`src/hdl/lvl1_defines.svh`:
```
`ifndef LVL1_DEFINES_SVH
`define LVL1_DEFINES_SVH
// =====================================================
// Command codes
`define CMD_RESET 8'h00
`define CMD_ABORT 8'h01
`define CMD_ASSERT_ATN 8'h02
`define CMD_NEGATE_ACK 8'h03
`define CMD_DISCONNECT 8'h04
`define CMD_SET_DISC_IRQ 8'h0f
// =====================================================
// Status values after reset
`define STAT_RESET_BASIC 8'h00
`define STAT_RESET_ADV 8'h01
// =====================================================
// Selection abort timing
`define SEL_ABORT_US 200
`define CLK_MHZ 10
`define SEL_ABORT_CYC (`SEL_ABORT_US * `CLK_MHZ)
`define CNT_W 12
`define CNT_ZERO 12'h000
`define CNT_ONE 12'h001
`define TC_W 24
`endif

```
`src/hdl/lvl1_pkg.sv`:
```
package lvl1_pkg;
    // Controller connection state
    typedef enum logic [1:0] {
        ST_DISC,
        ST_TARGET,
        ST_INIT
    } conn_t;
    // Kind of level II command running
    typedef enum logic [2:0] {
        L2_NONE,
        L2_SELECT,
        L2_SEL_XFER,
        L2_SEND,
        L2_RECEIVE,
        L2_XFER_INFO,
        L2_RESELECT
    } l2_kind_t;
    // Abort sequencer states
    typedef enum logic [2:0] {
        AB_IDLE,
        AB_SEL_WAIT,
        AB_DRAIN,
        AB_DONE
    } ab_state_t;
    // Interrupt report
    typedef struct packed {
        logic reset_done;
        logic abort_paused;
        logic abort_success;
    } irq_t;
    // Level II status from sequencer
    typedef struct packed {
        l2_kind_t kind;
        logic active;
        logic arb_won;
        logic msg_out_last;
        logic identify_out;
        logic msg_in_done;
        logic rx_parity_err;
        logic bus_free;
        logic sel_atn_win;
    } l2_stat_t;
endpackage

```
`src/hdl/scsi_level_one_command_unit.sv`:
```
// Operation
// - Reset command reinitialises, disconnects
// - Reset completion interrupts, status 00 or 01
// - Abort accepted in all three states
// - Post-arbitration abort drops IDs, keeps SEL
// - No BSY in 200us: bus free, paused
// - Abort before arbitration won abandons immediately
// - Send abort drops request, drains FIFO first
// - Target abort keeps count, stays target
// - Initiator abort drains FIFO before interrupt
// - Initiator abort keeps count, stays initiator
// - Disconnect releases bus signals immediately
// - Disconnect terminates level II, goes disconnected
// - Assert ATN only while initiator
// - ATN auto-negated at three sequencer events
// - Select with ATN asserts ATN after win
// - Negate ACK releases held ACK
// - Host parity errors never affect ACK
// - Set disconnect interrupt during select-and-transfer
// - Level I accepted during level II, silent
// - Invalid level I commands are ignored
`timescale 1ns/1ps
`include "lvl1_defines.svh"
module scsi_level_one_command_unit (
    input wire logic sys_clk_i,
    input wire logic sys_rst_i,
    input wire logic cmd_valid_i,
    input wire logic [7:0] cmd_code_i,
    input wire logic adv_mode_i,
    input wire lvl1_pkg::l2_stat_t l2_i,
    input wire logic bsy_in_i,
    input wire logic fifo_empty_i,
    input wire logic host_parity_err_i,
    input wire logic [`TC_W-1:0] xfer_left_i,
    output logic [1:0] conn_state_o,
    output logic l2_terminate_o,
    output logic fifo_clear_o,
    output logic sel_o,
    output logic id_bits_en_o,
    output logic atn_o,
    output logic ack_hold_o,
    output logic dma_request_line_en_o,
    output logic interrupt_on_disconnect_bit_o,
    output logic [7:0] scsi_status_o,
    output logic [`TC_W-1:0] xfer_count_o,
    output lvl1_pkg::irq_t irq_o
);
    lvl1_pkg::conn_t conn_q;
    lvl1_pkg::ab_state_t ab_q;
    logic [`CNT_W-1:0] tmo_q;
    logic is_reset;
    logic is_abort;
    logic is_disc;
    logic is_atn;
    logic is_nack;
    logic is_set_irq_disc;
    logic abort_ok;

    // =====================================================
    // Command decode and validity
    function automatic logic hit(input logic [7:0] c, input logic [7:0] k);
        hit = cmd_valid_i && (c == k);
    endfunction
    assign is_reset = hit(cmd_code_i, `CMD_RESET);
    assign is_abort = hit(cmd_code_i, `CMD_ABORT) && ab_q == lvl1_pkg::AB_IDLE;
    assign is_disc = hit(cmd_code_i, `CMD_DISCONNECT) && conn_q != lvl1_pkg::ST_DISC;
    assign is_atn = hit(cmd_code_i, `CMD_ASSERT_ATN) && conn_q == lvl1_pkg::ST_INIT;
    assign is_nack = hit(cmd_code_i, `CMD_NEGATE_ACK) && conn_q == lvl1_pkg::ST_INIT;
    assign is_set_irq_disc = hit(cmd_code_i, `CMD_SET_DISC_IRQ)
        && l2_i.kind == lvl1_pkg::L2_SEL_XFER
        && l2_i.active;
    assign abort_ok = is_abort && l2_i.active;

    // =====================================================
    // Connection state
    always_ff @(posedge sys_clk_i) begin
        if (sys_rst_i || is_reset) begin
            conn_q <= lvl1_pkg::ST_DISC;
        end else if (is_disc) begin
            conn_q <= lvl1_pkg::ST_DISC;
        end else if (ab_q == lvl1_pkg::AB_SEL_WAIT && tmo_q == `CNT_ONE && !bsy_in_i) begin
            conn_q <= lvl1_pkg::ST_DISC;
        end else if (ab_q == lvl1_pkg::AB_SEL_WAIT && bsy_in_i) begin
            // Answered reselection leaves us target, selection initiator
            conn_q <= (l2_i.kind == lvl1_pkg::L2_RESELECT) ? lvl1_pkg::ST_TARGET
                : lvl1_pkg::ST_INIT;
        end
        // Target and initiator aborts leave the state alone
    end
    assign conn_state_o = conn_q;

    // =====================================================
    // Abort sequencer
    always_ff @(posedge sys_clk_i) begin
        if (sys_rst_i || is_reset || is_disc) begin
            ab_q <= lvl1_pkg::AB_IDLE;
            tmo_q <= `CNT_ZERO;
        end else begin
            unique case (ab_q)
                lvl1_pkg::AB_IDLE: begin
                    if (abort_ok && conn_q == lvl1_pkg::ST_DISC && l2_i.arb_won) begin
                        ab_q <= lvl1_pkg::AB_SEL_WAIT;
                        tmo_q <= `CNT_W'(`SEL_ABORT_CYC);
                    end else if (abort_ok && conn_q != lvl1_pkg::ST_DISC) begin
                        ab_q <= lvl1_pkg::AB_DRAIN;
                    end
                end
                lvl1_pkg::AB_SEL_WAIT: begin
                    if (bsy_in_i || tmo_q == `CNT_ONE) begin
                        ab_q <= lvl1_pkg::AB_IDLE;
                    end
                    tmo_q <= tmo_q - `CNT_ONE;
                end
                lvl1_pkg::AB_DRAIN: begin
                    if (fifo_empty_i) begin
                        ab_q <= lvl1_pkg::AB_DONE;
                    end
                end
                lvl1_pkg::AB_DONE: begin
                    ab_q <= lvl1_pkg::AB_IDLE;
                end
                default: begin
                    ab_q <= lvl1_pkg::AB_IDLE;
                end
            endcase
        end
    end

    // =====================================================
    // Level II termination and FIFO clear
    always_ff @(posedge sys_clk_i) begin
        if (sys_rst_i) begin
            l2_terminate_o <= 1'b0;
            fifo_clear_o <= 1'b0;
        end else begin
            l2_terminate_o <= is_reset || is_disc
                || (abort_ok && conn_q == lvl1_pkg::ST_DISC && !l2_i.arb_won)
                || (ab_q == lvl1_pkg::AB_DONE);
            fifo_clear_o <= is_reset;
        end
    end

    // =====================================================
    // Selection signals during abort
    always_ff @(posedge sys_clk_i) begin
        if (sys_rst_i || is_reset || is_disc) begin
            sel_o <= 1'b0;
            id_bits_en_o <= 1'b0;
        end else if (ab_q == lvl1_pkg::AB_SEL_WAIT) begin
            sel_o <= !(bsy_in_i || tmo_q == `CNT_ONE);
            id_bits_en_o <= 1'b0;
        end else begin
            sel_o <= l2_i.active && l2_i.arb_won && conn_q == lvl1_pkg::ST_DISC;
            id_bits_en_o <= l2_i.active && l2_i.arb_won && conn_q == lvl1_pkg::ST_DISC;
        end
    end

    // =====================================================
    // ATN control
    always_ff @(posedge sys_clk_i) begin
        if (sys_rst_i || is_reset || is_disc) begin
            atn_o <= 1'b0;
        end else if (l2_i.msg_out_last || l2_i.identify_out || l2_i.bus_free) begin
            atn_o <= 1'b0;
        end else if (is_atn || (l2_i.sel_atn_win && l2_i.arb_won)) begin
            atn_o <= 1'b1;
        end
    end

    // =====================================================
    // ACK hold; host parity is deliberately not an input here
    always_ff @(posedge sys_clk_i) begin
        if (sys_rst_i || is_reset || is_disc) begin
            ack_hold_o <= 1'b0;
        end else if (l2_i.msg_in_done || l2_i.rx_parity_err) begin
            ack_hold_o <= 1'b1;
        end else if (is_nack) begin
            ack_hold_o <= 1'b0;
        end
    end

    // =====================================================
    // Data request gate for send aborts
    always_ff @(posedge sys_clk_i) begin
        if (sys_rst_i || is_reset) begin
            dma_request_line_en_o <= 1'b1;
        end else if (abort_ok && l2_i.kind == lvl1_pkg::L2_SEND) begin
            dma_request_line_en_o <= 1'b0;
        end else if (ab_q == lvl1_pkg::AB_IDLE) begin
            dma_request_line_en_o <= 1'b1;
        end
    end

    // =====================================================
    // Interrupt on disconnect bit
    always_ff @(posedge sys_clk_i) begin
        if (sys_rst_i || is_reset) begin
            interrupt_on_disconnect_bit_o <= 1'b0;
        end else if (is_set_irq_disc) begin
            interrupt_on_disconnect_bit_o <= 1'b1;
        end
    end

    // =====================================================
    // Status, transfer count and interrupts
    always_ff @(posedge sys_clk_i) begin
        if (sys_rst_i) begin
            scsi_status_o <= `STAT_RESET_BASIC;
            xfer_count_o <= '0;
            irq_o <= '0;
        end else begin
            irq_o <= '0;
            if (is_reset) begin
                scsi_status_o <= adv_mode_i ? `STAT_RESET_ADV : `STAT_RESET_BASIC;
                xfer_count_o <= '0;
                irq_o.reset_done <= 1'b1;
            end else if (ab_q == lvl1_pkg::AB_SEL_WAIT && bsy_in_i) begin
                irq_o.abort_success <= 1'b1;
            end else if (ab_q == lvl1_pkg::AB_SEL_WAIT && tmo_q == `CNT_ONE) begin
                irq_o.abort_paused <= 1'b1;
            end else if (ab_q == lvl1_pkg::AB_DONE) begin
                xfer_count_o <= xfer_left_i;
                irq_o.abort_paused <= 1'b1;
            end
        end
    end

    // =====================================================
    // Checks
    property p_reset_irq;
        @(posedge sys_clk_i) disable iff (sys_rst_i)
        is_reset |=> irq_o.reset_done && conn_q == lvl1_pkg::ST_DISC;
    endproperty
    a_reset_irq: assert property (p_reset_irq) else $error("reset without interrupt");
    property p_pre_arb;
        @(posedge sys_clk_i) disable iff (sys_rst_i)
        abort_ok && conn_q == lvl1_pkg::ST_DISC && !l2_i.arb_won
            |=> l2_terminate_o && ab_q == lvl1_pkg::AB_IDLE && irq_o == '0;
    endproperty
    a_pre_arb: assert property (p_pre_arb) else $error("early abort not immediate");
    property p_sel_keep;
        @(posedge sys_clk_i) disable iff (sys_rst_i)
        (ab_q == lvl1_pkg::AB_SEL_WAIT && !bsy_in_i && tmo_q > `CNT_ONE && !is_reset && !is_disc)
            |=> sel_o && !id_bits_en_o;
    endproperty
    a_sel_keep: assert property (p_sel_keep) else $error("sel dropped early");
    property p_timeout;
        @(posedge sys_clk_i) disable iff (sys_rst_i)
        $rose(ab_q == lvl1_pkg::AB_SEL_WAIT) |-> tmo_q == `CNT_W'(`SEL_ABORT_CYC);
    endproperty
    a_timeout: assert property (p_timeout) else $error("timeout too short");
    property p_tmo_step;
        @(posedge sys_clk_i) disable iff (sys_rst_i)
        ab_q == lvl1_pkg::AB_SEL_WAIT && !bsy_in_i && tmo_q != `CNT_ONE && !is_reset && !is_disc
            |=> ab_q == lvl1_pkg::AB_SEL_WAIT && tmo_q == $past(tmo_q) - `CNT_ONE;
    endproperty
    a_tmo_step: assert property (p_tmo_step) else $error("selection wait cut short");
    property p_disc;
        @(posedge sys_clk_i) disable iff (sys_rst_i)
        is_disc |=> conn_q == lvl1_pkg::ST_DISC && !atn_o && !sel_o && l2_terminate_o;
    endproperty
    a_disc: assert property (p_disc) else $error("disconnect incomplete");
    property p_atn_invalid;
        @(posedge sys_clk_i) disable iff (sys_rst_i)
        conn_q != lvl1_pkg::ST_INIT && !atn_o && !l2_i.sel_atn_win |=> !atn_o;
    endproperty
    a_atn_invalid: assert property (p_atn_invalid) else $error("atn outside initiator");
    property p_atn_free;
        @(posedge sys_clk_i) disable iff (sys_rst_i) l2_i.bus_free |=> !atn_o;
    endproperty
    a_atn_free: assert property (p_atn_free) else $error("atn kept at bus free");
    property p_sel_atn;
        @(posedge sys_clk_i) disable iff (sys_rst_i)
        l2_i.sel_atn_win && l2_i.arb_won && !l2_i.msg_out_last && !l2_i.identify_out
            && !l2_i.bus_free && !is_reset && !is_disc |=> atn_o;
    endproperty
    a_sel_atn: assert property (p_sel_atn) else $error("atn missing after win");
    property p_host_par;
        @(posedge sys_clk_i) disable iff (sys_rst_i)
        host_parity_err_i && !l2_i.msg_in_done && !l2_i.rx_parity_err && !is_nack && !is_reset
            && !is_disc |=> ack_hold_o == $past(ack_hold_o);
    endproperty
    a_host_par: assert property (p_host_par) else $error("host parity moved ack");
    property p_irq_quiet;
        @(posedge sys_clk_i) disable iff (sys_rst_i)
        is_set_irq_disc && ab_q == lvl1_pkg::AB_IDLE
            |=> interrupt_on_disconnect_bit_o && irq_o == '0;
    endproperty
    a_irq_quiet: assert property (p_irq_quiet) else $error("level one interrupted");
    property p_send_gate;
        @(posedge sys_clk_i) disable iff (sys_rst_i)
        abort_ok && l2_i.kind == lvl1_pkg::L2_SEND |=> !dma_request_line_en_o;
    endproperty
    a_send_gate: assert property (p_send_gate) else $error("request kept in abort");
    property p_count;
        @(posedge sys_clk_i) disable iff (sys_rst_i)
        ab_q == lvl1_pkg::AB_DONE && !is_reset
            |=> xfer_count_o == $past(xfer_left_i) && irq_o.abort_paused;
    endproperty
    a_count: assert property (p_count) else $error("count not captured");
    property p_nack;
        @(posedge sys_clk_i) disable iff (sys_rst_i)
        is_nack && !l2_i.msg_in_done && !l2_i.rx_parity_err |=> !ack_hold_o;
    endproperty
    a_nack: assert property (p_nack) else $error("ack not released");
    property p_drain;
        @(posedge sys_clk_i) disable iff (sys_rst_i)
        ab_q == lvl1_pkg::AB_DRAIN && !fifo_empty_i |=> ab_q != lvl1_pkg::AB_DONE;
    endproperty
    a_drain: assert property (p_drain) else $error("abort before drain");
    property p_state_keep;
        @(posedge sys_clk_i) disable iff (sys_rst_i)
        ab_q == lvl1_pkg::AB_DONE && !is_reset && !is_disc |=> conn_q == $past(conn_q);
    endproperty
    a_state_keep: assert property (p_state_keep) else $error("abort left state");
    c_sel_abort: cover property (@(posedge sys_clk_i) ab_q == lvl1_pkg::AB_SEL_WAIT ##1 bsy_in_i);
    c_drain: cover property (@(posedge sys_clk_i) ab_q == lvl1_pkg::AB_DONE);
    c_irq_on_disc: cover property (@(posedge sys_clk_i) is_set_irq_disc);
    c_target: cover property (@(posedge sys_clk_i)
        ab_q == lvl1_pkg::AB_DRAIN && conn_q == lvl1_pkg::ST_TARGET);
endmodule

```
`config.mk`:
```
export PLATFORM = sky130hd
export DESIGN_NAME = scsi_level_one_command_unit
export DESIGN_NICKNAME = d
export VERILOG_FILES = /design/src/hdl/lvl1_pkg.sv /design/src/hdl/scsi_level_one_command_unit.sv
export VERILOG_INCLUDE_DIRS = /design/src /design/src/hdl
export SDC_FILE = /design/constraint.sdc
export NUM_CORES = 1
export LEC_CHECK = 0
export BUFFER_PORTS_ARGS = -buffer_cell sky130_fd_sc_hd__buf_4
export CORE_MARGIN = 4
export CORE_UTILIZATION = 51
export CTS_BUF_LIST = sky130_fd_sc_hd__clkbuf_16
export CTS_CLUSTER_DIAMETER = 150
export CTS_CLUSTER_SIZE = 25
export DETAILED_ROUTE_END_ITERATION = 8
export HOLD_SLACK_MARGIN = 0.08
export MAX_ROUTING_LAYER = met4
export PLACE_DENSITY_LB_ADDON = 0.3
export SLEW_MARGIN = 15
export SYNTH_ARGS = -nofsm -noshare
export SYNTH_HDL_FRONTEND = slang
export SYNTH_SLANG_ARGS = --single-unit
```
`constraint.sdc`:
```
create_clock -name sys_clk_i -period 3.6 [get_ports sys_clk_i]
set_input_delay 0.18 -clock sys_clk_i [delete_from_list [all_inputs] [get_ports sys_clk_i]]
set_output_delay 0.18 -clock sys_clk_i [all_outputs]
set_load 0.05 [all_outputs]
```
---- Yosys cells after proc, flatten, opt, wreduce, memory -nomap -nowiden ----
Cells that the tools add are included.
word-level totals
  flip-flop bits (word level) ............. 60
  bits of input ports ..................... 50
  output and inout bits ................... 45
  word-level logic and storage cells ...... 106
operators by class
  add/subtract/negate cells ............... 1
  equality and inequality tests ........... 17
  muxes and demuxes ....................... 18
  bitwise gates (word level) .............. 2
  reduce and logical (&&, ||, !) cells .... 52
operator list
  kind                                                 count
  logical AND 1 bit                                    24
  one-hot mux 12 bit (2 select lines)                  1
  == test 8 x 2 -> 1 bit (second input constant)       2
  == test 12 x 1 -> 1 bit (second input constant)      1
  == test 3 x 2 -> 1 bit (second input constant)       4
  2-to-1 mux 12 bit                                    1
  2-to-1 mux 3 bit                                     4
  subtractor 12 x 1 -> 12 bit (second input constant)  1
  logical OR 1 bit                                     10
  2-to-1 mux 1 bit                                     10
  one-hot mux 3 bit (3 select lines)                   1
  == test 8 x 1 -> 1 bit (second input constant)       1
  == test 8 x 3 -> 1 bit (second input constant)       1
  == test 8 x 4 -> 1 bit (second input constant)       1
  logical NOT 8 bit                                    1
  nonzero test 2 bit                                   4
  != test 2 bit (second input constant)                3
  AND reduction 3 bit                                  2
  OR reduction 2 bit                                   3
  OR reduction 3 bit                                   2
  == test 3 x 1 -> 1 bit (second input constant)       1
  == test 3 bit (second input constant)                1
  logical NOT 1 bit                                    3
  logical NOT 3 bit                                    1
  6 further kinds                                      7

---- Longest topological paths before layout ----
  word-level depth ........................ 8
  depth in mapped cells ................... 6

---- Least setup slack after synthesis ----
No wires, ideal clock.
  kind .................................... input-to-reg
  start ................................... in cmd_code_i[5]
  end ..................................... reg interrupt_on_disconnect_bit_o
  arrival time ............................ 1.655 ns
  data required time ...................... 3.482 ns
  path slack .............................. 1.828 ns
  stages .................................. 6
  path buffers ............................ 2
  cells stage by stage .................... or4_4 > or4_1 > buf_2 > nand2_8 > buf_12 > nor2_1
on the way
  word-level cells in the longest chain between the ends .. 4
ends and longest elaborated chain
  what                            RTL line                            RTL
  start: declaration              scsi_level_one_command_unit.sv:28   input wire logic [7:0] cmd_code_i,
  == test 8 x 4 -> 1 bit          scsi_level_one_command_unit.sv:62   hit = cmd_valid_i && (c == k);
  logical AND 1 bit               scsi_level_one_command_unit.sv:62
  logical AND 1 bit (2 in a row)  scsi_level_one_command_unit.sv:69   assign is_set_irq_disc = hit(cmd_code_i, `CMD_SET_DISC_IRQ)
  end signal: assignment          scsi_level_one_command_unit.sv:198  interrupt_on_disconnect_bit_o <= 1'b0;
  end signal: assignment          scsi_level_one_command_unit.sv:200  interrupt_on_disconnect_bit_o <= 1'b1;
  end: declaration                scsi_level_one_command_unit.sv:43   output logic interrupt_on_disconnect_bit_o,
Parallel ways exist; a longest one is shown, timed or not.
A chain may end at the register's enable or synchronous reset.

---- Worst setup path after layout ----
  start ................................... reg ab_q[0]
  end ..................................... reg tmo_q[9]
on the way
  word-level cells in the longest chain between the ends .. 7
ends and longest elaborated chain
  what                            RTL line                                                              RTL
  start: declaration              scsi_level_one_command_unit.sv:49                                     lvl1_pkg::ab_state_t ab_q;
  start signal: assignment        scsi_level_one_command_unit.sv:96                                     ab_q <= lvl1_pkg::AB_IDLE;
  start signal: assignment        scsi_level_one_command_unit.sv:102                                    ab_q <= lvl1_pkg::AB_SEL_WAIT;
  start signal: assignment        scsi_level_one_command_unit.sv:105                                    ab_q <= lvl1_pkg::AB_DRAIN;
  logical NOT 3 bit               scsi_level_one_command_unit.sv:65, scsi_level_one_command_unit.sv:99
  logical AND 1 bit               scsi_level_one_command_unit.sv:65                                     assign is_abort = hit(cmd_code_i, `CMD_ABORT) && ab_q == lvl1_pkg::AB_IDLE;
  logical AND 1 bit               scsi_level_one_command_unit.sv:72                                     assign abort_ok = is_abort && l2_i.active;
  logical AND 1 bit (2 in a row)  scsi_level_one_command_unit.sv:101                                    if (abort_ok && conn_q == lvl1_pkg::ST_DISC && l2_i.arb_won) begin
  != test 2 bit (no line)         --
  AND reduction 2 bit (no line)   --
  end signal: assignment          scsi_level_one_command_unit.sv:97                                     tmo_q <= `CNT_ZERO;
  end signal: assignment          scsi_level_one_command_unit.sv:103                                    tmo_q <= `CNT_W'(`SEL_ABORT_CYC);
  end signal: assignment          scsi_level_one_command_unit.sv:112                                    tmo_q <= tmo_q - `CNT_ONE;
  end: declaration                scsi_level_one_command_unit.sv:50                                     logic [`CNT_W-1:0] tmo_q;
Parallel ways exist; a longest one is shown, timed or not.

==> run_summary.xml <==
<?xml version="1.0" encoding="UTF-8"?>
<metrics>
  <group name="final_layout">
    <metric name="multi_input_comb_area" unit="um^2">1060</metric>
    <metric name="final_core_util" unit="%">72.1</metric>
    <metric name="final_cell_mix" unit="">buf_4 (87), nand2_1 (57), dfxtp_1 (51)</metric>
    <metric name="finish.net_count" unit="">395</metric>
    <metric name="number_of_fill_cells" unit="">344</metric>
    <metric name="post-route-cell-area" unit="um^2">2970</metric>
    <metric name="flow.area_growth_from_synthesis" unit="%">33.7</metric>
    <metric name="num_antenna_cells" unit="">0</metric>
    <metric name="post_route_cells_drive_above_1_share" unit="%">29.4</metric>
    <metric name="regArea" unit="um^2">1020</metric>
    <metric name="final_common_cell" unit="">buf_4</metric>
    <metric name="layout.cells.non_filler" unit="">394</metric>
  </group>
  <group name="synth">
    <metric name="synthDistinctLibCells" unit="">42</metric>
    <metric name="arithmetic_cell_share_of_the_synthesized_area_counting_full_adders_half_adders_and_majority_gates" unit="%">1.13</metric>
    <metric name="synth_async_sr_flop_share" unit="%">0</metric>
    <metric name="dominant_combinational_cell_family_by_area_after_synthesis" unit="">simple AND/OR/NAND/NOR gates</metric>
    <metric name="syn-mean-instance-area" unit="um^2">8.47</metric>
    <metric name="synth_xor_xnor_area_share" unit="%">3.55</metric>
    <metric name="yosysWarnings" unit="">0</metric>
    <metric name="synth_compound_area_share" unit="%">13.2</metric>
    <metric name="muxShareOfSynthArea" unit="%">0.451</metric>
    <metric name="syn_area" unit="um^2">2220</metric>
    <metric name="postSynthCellCount" unit="">262</metric>
    <metric name="ys_ff_latch" unit="">51</metric>
    <metric name="postSynth.topFlopCell" unit="">dfxtp_1</metric>
    <metric name="synth_simple_gate_area_share" unit="%">28.5</metric>
    <metric name="synth_seq_area_share" unit="%">46.0</metric>
    <metric name="number_of_flops_mapped_to_enable_cells_by_yosys" unit="">0</metric>
  </group>
  <group name="route">
    <metric name="via_count" unit="">2100</metric>
    <metric name="drt_first_iter_violations" unit="">53</metric>
    <metric name="drc" unit="">0</metric>
    <metric name="firstDrtPassIters" unit="">5</metric>
    <metric name="final_antenna_net_count" unit="">0</metric>
    <metric name="vias_per_cell" unit="">5.33</metric>
    <metric name="drt-wirelength-per-cell" unit="um">14.0</metric>
    <metric name="totalWireLength" unit="um">5520</metric>
  </group>
  <group name="worst_setup_path">
    <metric name="critical_path.endpoint_type" unit="">flop</metric>
    <metric name="critical_path.startpoint_type" unit="">flop</metric>
    <metric name="timing.critical_path.slowest_cell_delay" unit="ps">850</metric>
    <metric name="worstPathCellList" unit="">nor4b_1 -&gt; nand4b_1 -&gt; xor2_1 -&gt; a21oi_1</metric>
    <metric name="timing.critical_path.fanout_max" unit="">10</metric>
    <metric name="critical_path.slowest_cell" unit="">nor4b_1</metric>
    <metric name="setup.worst_path.class" unit="">reg -&gt; reg</metric>
    <metric name="cp.arrival" unit="ps">2220</metric>
    <metric name="cp_data_required_time" unit="ps">3820</metric>
  </group>
  <group name="worst_hold_path">
    <metric name="worstHoldPathType" unit="">in -&gt; reg</metric>
  </group>
  <group name="sta">
    <metric name="fin_crit_sh" unit="%">55.5</metric>
    <metric name="finalCriticalPeriod" unit="ps">2000</metric>
    <metric name="timing.slew.headroom" unit="%">32.3</metric>
    <metric name="rsz0062_at_grt" unit="">no</metric>
    <metric name="clock_skew" unit="ps">3.15</metric>
    <metric name="hold_viol_final" unit="">0</metric>
    <metric name="achievable-frequency" unit="MHz">500</metric>
    <metric name="setup_viol" unit="">0</metric>
    <metric name="setup-tns-final" unit="ps">0</metric>
    <metric name="maxSlewViolCount" unit="">0</metric>
    <metric name="tightest_slew" unit="ps">1000</metric>
  </group>
  <group name="power">
    <metric name="report.power.total" unit="mW">1.12</metric>
    <metric name="power-per-cell-area" unit="nW/um^2">376</metric>
    <metric name="p_leak" unit="nW">1.22</metric>
    <metric name="power.ir.vdd_worst" unit="mV">0.234</metric>
  </group>
  <group name="placed_design">
    <metric name="port_buffers" unit="">86</metric>
    <metric name="gp_routability_congestion" unit="">0.883</metric>
    <metric name="placedInstanceArea" unit="um^2">2820</metric>
    <metric name="dp_cells" unit="">385</metric>
    <metric name="dpl.hpwl" unit="um">4120</metric>
  </group>
  <group name="run">
    <metric name="drv_cap" unit="">0</metric>
  </group>
  <group name="die">
    <metric name="die_area" unit="um^2">5470</metric>
    <metric name="fp.coreArea" unit="um^2">4120</metric>
    <metric name="top_level_ports" unit="">95</metric>
    <metric name="count_of_standard_cell_rows" unit="">23</metric>
    <metric name="initial_core_util" unit="%">53.9</metric>
    <metric name="chipHeight" unit="um">74.0</metric>
    <metric name="die_width" unit="um">74.0</metric>
  </group>
  <group name="cts">
    <metric name="numClockSinks" unit="">51</metric>
    <metric name="insertion_delay" unit="ps">290</metric>
    <metric name="cts_root_buf" unit="">clkbuf_16</metric>
    <metric name="cts.path.max_buffers" unit="">2</metric>
    <metric name="register_clock_pin_slew_on_the_reported_worst_setup_and_hold_paths" unit="ps">60</metric>
    <metric name="tritoncts" unit="">built</metric>
    <metric name="cts-htree-levels" unit="">2</metric>
    <metric name="post_cts_resized" unit="">0</metric>
    <metric name="tritoncts.num_buffers" unit="">5</metric>
  </group>
  <group name="grt">
    <metric name="grt_start_max_net_pins" unit="">28</metric>
    <metric name="via_count_of_the_first_global_routing_pass" unit="">2034</metric>
    <metric name="global_route_wire_length_before_repair" unit="um">8740</metric>
    <metric name="globalRouteOverflowTotal" unit="">0</metric>
    <metric name="grt.total_usage" unit="%">21.0</metric>
    <metric name="number_of_antenna_violations_at_the_first_check_in_global_routing" unit="">0</metric>
  </group>
  <group name="run_status">
    <metric name="outcome" unit="">complete, no violations</metric>
  </group>
</metrics>
-- what timing repair did --
| action | 4_1_cts | 5_1_grt |
|---|---|---|
| hold buffers | 1 | 0 |
| buffers inserted | 0 | 0 |
| hold endpoints to repair | 3 | 0 |
-- worst max-delay path, delay by kind of cell, from the launching register on --
kind,cells,cell delay [ps]
and+or+nand+nor,2,1080
DFF,1,500
AOI/OAI and AO/OA,1,140
xor gates and xnor gates,1,210
-- Yosys cell counts (2+ instances only) --
| cell type | n | area, um^2 |
|---|---|---|
| nand2_1 | 57 | 214 |
| dfxtp_1 | 51 | 1020 |
| a21oi_1 | 39 | 195 |
| nor2_1 | 18 | 67.6 |
| buf_4 | 8 | 60.1 |
| clkbuf_1 | 8 | 30.0 |
| xor2_1 | 7 | 61.3 |
| nand3_1 | 6 | 30.0 |
| nand4_1 | 6 | 37.5 |
| inv_1 | 4 | 15.0 |
| nand3b_1 | 4 | 30.0 |
| nor3_1 | 4 | 20.0 |
| nor4_1 | 4 | 25.0 |
| nand2b_1 | 3 | 18.8 |
| nor2b_1 | 3 | 18.8 |
| nor4b_1 | 3 | 26.3 |
| o21ai_0 | 3 | 15.0 |
| a31oi_1 | 2 | 12.5 |
| a41oi_1 | 2 | 17.5 |
| and2_1 | 2 | 12.5 |
| buf_12 | 2 | 40.0 |
| buf_2 | 2 | 10.0 |
| ha_1 | 2 | 25.0 |
| o21bai_1 | 2 | 15.0 |
| or2_2 | 2 | 12.5 |
| xnor2_1 | 2 | 17.5 |
-- stage by stage --
step / hold WS, ps / setup slack [ps]
6_report: 127 / 1600
5_1_grt: 139 / 1430
4_1_cts: 125 / 1670
3_5_place_dp: 372 / 1420
3_3_place_gp: 367 / 1450
2_1_floorplan: 249 / 1830
-- layout make-up --
cell class	instances	share of cell area (%)
Clock inverter	3	0.506
Multi-Input combinational cell	193	35.9
Inverter	4	0.506
Sequential cell	51	34.4
Timing Repair Buffer	88	22.4
Clock buffer	5	4.22
Tap cell	50	2.11
-- cells by family after synthesis --
| logic type | count (synthesis) |
|---|---|
| compound gates | 50 |
| xor+xnor | 9 |
| fa+ha+maj | 2 |
| buf+inv | 24 |
| flops | 51 |
| mux | 1 |
| other cells | 1 |
| simple gates | 124 |
-- flip-flops by register name, summed over array words and instances (netlist names), 2 cells and up --
| name | count |
|---|---|
| ab_q | 2 |
| conn_state_o | 2 |
| irq_o | 2 |
| tmo_q | 12 |
| xfer_count_o | 24 |
-- path summary, 6_finish.rpt --
path / start / to / cells after the start / slack (ps)
worst max-delay path: ab_q[0] / tmo_q[9] / 4 / 1600
worst min-delay path: l2_i[1] / atn_o / 3 / 130
worst max register to register: ab_q[0] / tmo_q[9] / 4 / 1600
worst min register to register: xfer_count_o[16] / xfer_count_o[16] / 2 / 450
-- metal layers --
layer / vias up / part of all wire [%] / global-route usage (%)
met4: 0 / 1.1 / 6.64
met1: 969 / 39 / 21.9
li1: 1047 / - / -
met5: - / 0 / -
met3: 8 / 7.3 / 5.14
met2: 76 / 52 / 38.5
-- where the power goes --
group / internal, mW / leakage [nW] / total [mW] / switching (mW)
combinational: 0.0451 / 0.743 / 0.0975 / 0.0524
clock: 0.253 / 0.0649 / 0.452 / 0.199
sequential: 0.566 / 0.411 / 0.567 / 0.000701
Note: power is estimated with default switching activity, not from simulation.
